--- src/include/pdx_pkg.sv ---
// Package for the phase detector and exact frequency register bank.
// Assumes a single 40 MHz clock domain and a 32-bit classic Wishbone bus.
package pdx_pkg;

  // ****************************************************************
  // Register map
  // ****************************************************************
  // Printed offsets are register indices; byte address is index times four
  localparam logic [3:0]  PD_INDEX    = 4'hB;
  localparam logic [3:0]  EF_INDEX    = 4'hC;
  localparam int          REG_W       = 24;
  localparam logic [23:0] PD_RESET    = 24'h07C061;
  localparam logic [23:0] EF_RESET    = 24'h000000;

  // Smallest channel count that switches exact frequency mode on
  localparam logic [13:0] EXACT_MIN_RATIO = 14'h0002;

  // ****************************************************************
  // Timing
  // ****************************************************************
  localparam int          CLOCK_HZ    = 40000000;
  // Cycle slip thresholds in picoseconds, as nominal figures
  localparam logic [15:0] CSP_T1_PS   = 16'h1518;  // 5.4 ns
  localparam logic [15:0] CSP_T2_PS   = 16'h3840;  // 14.4 ns
  localparam logic [15:0] CSP_T3_PS   = 16'h5E24;  // 24.1 ns

  // ****************************************************************
  // Field layouts
  // ****************************************************************
  typedef struct packed {
    logic [4:0] upper_reserved;       // [23:19]
    logic [1:0] modulus_counter_clock_gating; // [18:17]
    logic [1:0] pump_amplifier_bias;  // [16:15]
    logic [2:0] mid_reserved;         // [14:12]
    logic       force_pump_mid_rail;  // [11]
    logic       force_pump_down;      // [10]
    logic       force_pump_up;        // [9]
    logic [1:0] cycle_slip_prevention_mode; // [8:7]
    logic       detector_down_output_enable; // [6]
    logic       detector_up_output_enable;   // [5]
    logic       detector_polarity_invert;    // [4]
    logic       detector_input_short;        // [3]
    logic [2:0] detector_reset_delay_select; // [2:0]
  } pdx_phase_cfg_t;

  typedef struct packed {
    logic [9:0]  reserved;            // [23:14]
    logic [13:0] channels_per_period; // [13:0]
  } pdx_exact_cfg_t;

endpackage

--- src/logic/pdx_exact_corrector.sv ---
// Exact frequency correction sequencer.
// Assumes compare_tick is a one-cycle pulse per comparison period, same clock.
`timescale 1ns/1ps
`default_nettype none

module pdx_exact_corrector (
  input  wire logic        clock,             // 40 MHz clock
  input  wire logic        resetn,            // Async reset, active low
  input  wire logic        compare_tick,      // One pulse per comparison period
  input  wire logic [13:0] ratio,             // Channels per comparison period
  output logic             exact_enable,      // Exact frequency mode active
  output logic             correction_strobe  // Pulse once per ratio ticks
);

  typedef struct packed {
    logic [13:0] count;
    logic        strobe;
  } pdx_corr_state_t;

  pdx_corr_state_t s;
  pdx_corr_state_t next_s;

  // Ratios 0 and 1 leave the mode off
  assign exact_enable      = (ratio >= pdx_pkg::EXACT_MIN_RATIO);
  assign correction_strobe = s.strobe;

  // ****************************************************************
  // Period counter
  // ****************************************************************
  // Wraps every ratio ticks so on-grid channels get an exact correction
  always_comb begin
    next_s        = s;
    next_s.strobe = 1'b0;
    if (!exact_enable) begin
      next_s.count = 14'h0000;
    end else if (compare_tick) begin
      if (s.count >= ratio - 14'h0001) begin
        next_s.count  = 14'h0000;
        next_s.strobe = 1'b1;
      end else begin
        next_s.count = s.count + 14'h0001;
      end
    end
  end

  // State register
  always_ff @(posedge clock or negedge resetn) begin
    if (!resetn) begin
      s <= '0;
    end else begin
      s <= next_s;
    end
  end
endmodule
`default_nettype wire

--- src/logic/pdx_regs.sv ---
// Phase detector and exact frequency configuration bank with pump output gating.
// Assumes a classic Wishbone master on the same 40 MHz clock, and detector
// pulses and comparison ticks produced by logic on that clock.
// Forces are test aids: they override enables, short and mid-rail alike.
//
// Functional notes
// Reset-path delay field, resets to one
// Input-short test bit ties detector inputs
// Polarity bit swaps up and down sense
// Up enable gates up pulse, default on
// Down enable gates down pulse, default on
// Two-bit cycle slip threshold select
// Force-up holds pump up on
// Force-down holds pump down on
// Mid-rail test bit drives pump mid-rail
// Counter clock gating field, resets to three
// Ratio below two disables exact mode
// On-grid frequencies get zero frequency error
// Software keeps reserved and bias fields default
//
// Register access over Wishbone was decided locally.
`timescale 1ns/1ps
`default_nettype none

module pdx_regs #(
  parameter int ADDR_W = 8                    // Wishbone byte address width
) (
  input  wire logic              clock,             // 40 MHz clock
  input  wire logic              resetn,            // Async reset, active low
  input  wire logic              wb_cyc_i,          // Bus cycle
  input  wire logic              wb_stb_i,          // Strobe
  input  wire logic              wb_we_i,           // Write enable
  input  wire logic [ADDR_W-1:0] wb_adr_i,          // Byte address
  input  wire logic [3:0]        wb_sel_i,          // Byte lanes
  input  wire logic [31:0]       wb_dat_i,          // Write data
  output logic      [31:0]       wb_dat_o,          // Read data
  output logic                   wb_ack_o,          // Acknowledge
  input  wire logic              det_up_raw,        // Detector up pulse
  input  wire logic              det_down_raw,      // Detector down pulse
  input  wire logic              compare_tick,      // Comparison period tick
  output logic      [2:0]        reset_delay_select,// Detector reset delay
  output logic                   detector_input_short, // Inputs tied
  output logic      [1:0]        cycle_slip_prevention_mode, // Slip mode
  output logic                   csp_enable,        // Slip prevention on
  output logic      [15:0]       csp_threshold_ps,  // Slip threshold
  output logic      [1:0]        modulus_counter_clock_gating, // Gating
  output logic      [1:0]        pump_amplifier_bias, // Op-amp bias
  output logic                   pump_up,           // Pump up drive
  output logic                   pump_down,         // Pump down drive
  output logic                   pump_mid_rail,     // Pump mid-rail drive
  output logic                   exact_enable,      // Exact mode active
  output logic                   correction_strobe  // Exact correction pulse
);

  // ****************************************************************
  // State
  // ****************************************************************
  typedef struct packed {
    pdx_pkg::pdx_phase_cfg_t pd;
    pdx_pkg::pdx_exact_cfg_t ef;
    logic                    ack;
    logic [31:0]             rdata;
    logic                    up;
    logic                    down;
  } pdx_regs_state_t;

  pdx_regs_state_t s;
  pdx_regs_state_t next_s;

  logic take;
  logic hit_pd;
  logic hit_ef;
  logic up_src;
  logic down_src;
  logic quiet;

  // ****************************************************************
  // Helpers
  // ****************************************************************
  // Byte address of a register index
  function automatic logic [ADDR_W-1:0] byte_addr(input logic [3:0] idx);
    byte_addr = ADDR_W'({idx, 2'b00});
  endfunction

  // Merge write data into a 24-bit register under byte lanes; lane 3 has no bits
  function automatic logic [23:0] apply_sel(input logic [23:0] old,
                                            input logic [31:0] data,
                                            input logic [3:0]  sel);
    logic [23:0] r;
    r = old;
    for (int i = 0; i < 3; i++) begin
      if (sel[i]) begin
        r[i*8 +: 8] = data[i*8 +: 8];
      end
    end
    apply_sel = r;
  endfunction

  // Nominal threshold of each slip prevention setting
  function automatic logic [15:0] csp_ps(input logic [1:0] mode);
    unique case (mode)
      2'h0: csp_ps = 16'h0000;
      2'h1: csp_ps = pdx_pkg::CSP_T1_PS;
      2'h2: csp_ps = pdx_pkg::CSP_T2_PS;
      2'h3: csp_ps = pdx_pkg::CSP_T3_PS;
    endcase
  endfunction

  // ****************************************************************
  // Bus decode
  // ****************************************************************
  // Exact address match, so misaligned or unmapped addresses read zero
  // Ack blocks a second take while the master still holds its request
  assign take   = wb_cyc_i && wb_stb_i && !s.ack;
  assign hit_pd = (wb_adr_i == byte_addr(pdx_pkg::PD_INDEX));
  assign hit_ef = (wb_adr_i == byte_addr(pdx_pkg::EF_INDEX));

  // ****************************************************************
  // Detector path
  // ****************************************************************
  // Polarity inversion swaps which detector pulse drives which pump side
  assign up_src   = s.pd.detector_polarity_invert ? det_down_raw : det_up_raw;
  assign down_src = s.pd.detector_polarity_invert ? det_up_raw   : det_down_raw;
  // Tied inputs or a parked pump leave no real phase error to pass on
  assign quiet    = s.pd.detector_input_short || s.pd.force_pump_mid_rail;

  // Next state: register writes, read capture and pump drive
  always_comb begin
    next_s     = s;
    next_s.ack = take;
    if (take && wb_we_i) begin
      if (hit_pd) begin
        next_s.pd = pdx_pkg::pdx_phase_cfg_t'(apply_sel(s.pd, wb_dat_i, wb_sel_i));
      end
      if (hit_ef) begin
        next_s.ef = pdx_pkg::pdx_exact_cfg_t'(apply_sel(s.ef, wb_dat_i, wb_sel_i));
      end
    end
    if (take && !wb_we_i) begin
      if (hit_pd) begin
        next_s.rdata = {8'h00, s.pd};
      end else if (hit_ef) begin
        next_s.rdata = {8'h00, s.ef};
      end else begin
        next_s.rdata = 32'h0000_0000;
      end
    end
    // Forces win over gating so a stuck pump is visible on the bench
    next_s.up   = s.pd.force_pump_up ||
                  (s.pd.detector_up_output_enable && !quiet && up_src);
    next_s.down = s.pd.force_pump_down ||
                  (s.pd.detector_down_output_enable && !quiet && down_src);
  end

  // State register; reset loads documented defaults
  always_ff @(posedge clock or negedge resetn) begin
    if (!resetn) begin
      s.pd    <= pdx_pkg::pdx_phase_cfg_t'(pdx_pkg::PD_RESET);
      s.ef    <= pdx_pkg::pdx_exact_cfg_t'(pdx_pkg::EF_RESET);
      s.ack   <= 1'b0;
      s.rdata <= 32'h0000_0000;
      s.up    <= 1'b0;
      s.down  <= 1'b0;
    end else begin
      s <= next_s;
    end
  end

  // ****************************************************************
  // Outputs
  // ****************************************************************
  // Bus answer, pump drive and configuration fields from the register; slip enable and threshold decoded
  assign wb_dat_o                     = s.rdata;
  assign wb_ack_o                     = s.ack;
  assign reset_delay_select           = s.pd.detector_reset_delay_select;
  assign detector_input_short         = s.pd.detector_input_short;
  assign cycle_slip_prevention_mode   = s.pd.cycle_slip_prevention_mode;
  assign csp_enable                   = (s.pd.cycle_slip_prevention_mode != 2'h0);
  assign csp_threshold_ps             = csp_ps(s.pd.cycle_slip_prevention_mode);
  assign modulus_counter_clock_gating = s.pd.modulus_counter_clock_gating;
  assign pump_amplifier_bias          = s.pd.pump_amplifier_bias;
  assign pump_up                      = s.up;
  assign pump_down                    = s.down;
  assign pump_mid_rail                = s.pd.force_pump_mid_rail;

  // Exact frequency sequencer
  pdx_exact_corrector u_corrector (
    .clock             (clock),
    .resetn            (resetn),
    .compare_tick      (compare_tick),
    .ratio             (s.ef.channels_per_period),
    .exact_enable      (exact_enable),
    .correction_strobe (correction_strobe)
  );
endmodule
`default_nettype wire

--- config.mk ---
export PLATFORM = sky130hd
export DESIGN_NAME = pdx_regs
export DESIGN_NICKNAME = d
export VERILOG_FILES = /design/src/include/pdx_pkg.sv /design/src/logic/pdx_exact_corrector.sv /design/src/logic/pdx_regs.sv
export SDC_FILE = /design/constraint.sdc
export NUM_CORES = 1
export LEC_CHECK = 0
export ABC_CLOCK_PERIOD_IN_PS = 5600
export BUFFER_PORTS_ARGS = -buffer_cell sky130_fd_sc_hd__buf_2
export CAP_MARGIN = 10
export CORE_UTILIZATION = 46
export CTS_CLUSTER_SIZE = 24
export DETAILED_ROUTE_END_ITERATION = 6
export MAX_ROUTING_LAYER = met4
export PLACE_DENSITY = 0.7
export SYNTH_ARGS = -nofsm -noshare
export SYNTH_HDL_FRONTEND = slang
export SYNTH_SLANG_ARGS = --single-unit
--- constraint.sdc ---
create_clock -name clock -period 5.6 [get_ports clock]
set_input_delay 0.28 -clock clock [delete_from_list [all_inputs] [get_ports clock]]
set_output_delay 0.28 -clock clock [all_outputs]
set_load 0.1 [all_outputs]
==> flow_metrics.env <==
export IMPL_synth_cell_area_um2=5060
export IMPL_cts_htree_levels=3
export IMPL_synth_edff_count=0
export IMPL_maxCapViolCount=0
export IMPL_antenna_found_initial=1
export IMPL_crit_required_ns=5.88
export IMPL_gr_total_overflow=0
export IMPL_track_usage=0.188
export IMPL_synth_compound_area_share=0.107
export IMPL_finalCritPeriodShare=0.604
export IMPL_via_per_inst=5.33
export IMPL_routed_wl_mm=10.1
export IMPL_ctsHoldBuffers=0
export IMPL_crit_arrival_ns=3.67
export IMPL_setup_viol=0
export IMPL_clock_skew_ns=0.00794
export IMPL_wire_per_inst_um=15.5
export IMPL_drt_pass1_iter_count=4
export IMPL_drc_errors=0
export IMPL_die_h_um=107
export IMPL_rsz0062_at_grt="false"
export IMPL_synthSimpleGateAreaFrac=0.139
export IMPL_grt_pass1_wl_mm=16.6
export IMPL_crit_type="reg2reg"
export IMPL_rows=37
export IMPL_finalPower_w=0.00183
export IMPL_hpwl_mm=7.09
export IMPL_yosysTopAreaCellShare=0.406
export IMPL_cts_clk_slew_worst_paths_ns=0.10
export IMPL_cp_end_kind="flip-flop"
export IMPL_min_period_ns=3.38
export IMPL_worstSetupStartpoint="s[39]"
export IMPL_tritoncts="done"
export IMPL_setup_tns_ns=0
export IMPL_hold_path_end="modulus_counter_clock_gating[1]"
export IMPL_leakagePower_nw=2.55
export IMPL_final_area_um2=5410
export IMPL_hold_ws_ns=0.154
export IMPL_synth_most_common_cell="dfrtp_1"
export IMPL_postCtsSetupBuffers=0
export IMPL_syn_inst=470
export IMPL_synth_fa_ha_area_frac=0.0420
export IMPL_finalHoldViolations=0
export IMPL_cts_root_buf="clkbuf_8"
export IMPL_ys_seq_area_frac=0.447
export IMPL_placed_area_um2=5180
export IMPL_grt_pass1_vias=3377
export IMPL_synth_common_cells="82 x dfrtp_1, 58 x buf_4, 37 x a21oi_1, 37 x nor2_1"
export IMPL_final_util=0.514
export IMPL_worstHoldPathCells=2
export IMPL_max_slew_margin=0.253
export IMPL_routabilityCongestion=0.765
export IMPL_ir_drop_mv=0.244
export IMPL_synth_top_family_by_area="simple AND/OR/NAND/NOR gates"
export IMPL_vias=3481
export IMPL_drtIter0Drc=234
export IMPL_start_util=0.481
export IMPL_r2r_end="u_corrector.s[6]"
export IMPL_synth_area_leader_cell="dfrtp_1"
export IMPL_worst_slew_pin_slew_ns=1.12
export IMPL_ant_nets=0
export IMPL_r2r_cells=11
export IMPL_min_delay_start="wb_dat_i[18]"
export IMPL_start_kind="flip-flop"
export IMPL_critPathMaxFanout=23
export IMPL_yosysWarnings=0
export IMPL_die_area_um2=11400
export IMPL_hp_class="in2reg"
export IMPL_pin_count=117
export IMPL_numCtsBuffers=9
export IMPL_cts_resized=0
export IMPL_r2r_start="s[39]"
export IMPL_synthTopCellsByArea="dfrtp_1 41%, buf_4 8.6%, mux2_4 7.1%, mux2_2 5.3%, ha_1 4.2%"
export IMPL_synth_ff_type="dfrtp_1"
export IMPL_final_nets=580
export IMPL_muxShareOfSynthArea=0.125
export IMPL_fmax_mhz=295
export IMPL_synthXorXnorAreaFrac=0.0225
export IMPL_grt_max_degree=91
export IMPL_status="complete, no violations"
export IMPL_cts_buffer_depth=2
export IMPL_r2r_slack_ns=2.22
export IMPL_power_density_nw_per_um2=339
export IMPL_netlist_cell_type_count=47
export IMPL_ys_ff_latch=90
export IMPL_core_area_um2=10500
export IMPL_die_w_um=107
export IMPL_portBuffers=95
export IMPL_syn_to_final_growth_pct=6.85
export IMPL_slew_violations=0
export IMPL_drive_above_1_share=0.349
export IMPL_syn_avg_cell_area_um2=10.8
export IMPL_cts_sinks=90
export IMPL_clkLatencyLatePin_ns=0.36
export IMPL_synth_async_reset_ratio=1.00
## worst max path at each step
stage	endpoint	slack, ns	cells past startpoint
3_3_place_gp	u_corrector.s[12]	2.36	11
4_1_cts	u_corrector.s[6]	2.23	11
6_report	u_corrector.s[6]	2.22	11
5_1_grt	u_corrector.s[6]	1.79	11
3_5_place_dp	u_corrector.s[5]	2.24	11
2_1_floorplan	u_corrector.s[7]	2.94	14
## worst max-delay path, cell delays in order, from the launching register on
cell      delay, ns
dfrtp_1        0.45
nor4_2         0.52
nand2_1        0.18
nor4_1         0.26
xnor2_1        0.17
ha_1           0.26
a21oi_1        0.14
o21ai_0        0.09
a31oi_1        0.14
o41a_1         0.70
o211ai_1       0.20
a31oi_1        0.20
## layout by cell type, fill, tap and decap left out, types with 3 or more instances in the layout
master / synthesis / layout
a31oi_1: 9 / 9
nor3b_1: 5 / 5
dfrtp_1: 82 / 82
clkbuf_8: 0 / 9
nand3b_1: 3 / 3
nand2_1: 21 / 21
nor3_1: 6 / 5
nor2b_1: 4 / 4
conb_1: 1 / 12
and3_1: 5 / 5
nand2b_1: 14 / 14
buf_2: 6 / 94
xor2_1: 5 / 5
dfstp_2: 8 / 8
nor2_1: 37 / 37
and2_1: 4 / 4
and3_4: 3 / 3
o21ai_0: 6 / 6
a22oi_1: 24 / 24
a21oi_1: 37 / 37
mux2_4: 24 / 24
ha_1: 17 / 17
inv_1: 3 / 3
mux2_2: 24 / 24
nand3_1: 16 / 16
xnor2_1: 8 / 8
## metal layers
metal,vias up,track usage,wire (um)
li1,1668,-,-
met1,1706,0.246,4580
met2,98,0.302,5000
met3,9,0.0377,449
met4,0,0.0421,106
met5,-,-,0
## sequential cells by signal, indices dropped and copies added, names as in the netlist
name,flops
cycle_slip_prevention_mode,2
detector_input_short,1
modulus_counter_clock_gating,2
pump_amplifier_bias,2
pump_down,1
pump_mid_rail,1
pump_up,1
reset_delay_select,3
s,37
u_corrector.correction_strobe,1
u_corrector.s,14
wb_ack_o,1
wb_dat_o,24
## report_power, final
group	switching (W)	total, W	internal (W)	leakage, nW
clock network	0.000254	0.000424	0.000170	0.0901
registers	0.0000599	0.000774	0.000714	1.16
logic	0.000497	0.000633	0.000136	1.30
## metrics by stage
step	setup slack [ns]	instances
finish	2.22	653
global route	1.79	653
global placement	2.36	634
floorplan	2.94	481
CTS	2.23	650
detailed placement	2.24	634
## layout make-up
class | instances | area, um^2
Antenna cell | 1 | 2.50
Clock inverter | 7 | 60.1
Tap cell | 136 | 170
Sequential cell | 90 | 2260
Clock buffer | 9 | 124
Fill cell | 943 | 5100
Inverter | 4 | 15.0
Timing Repair Buffer | 98 | 523
Multi-Input combinational cell | 308 | 2250
## logic make-up after synthesis
logic type      count (synthesis)
buf+inv                        83
other cells                     1
xor+xnor                       13
compound gates                 87
flops                          90
fa+ha+maj                      17
simple gates                  131
mux                            48
Note: power is estimated with default switching activity, not from simulation.
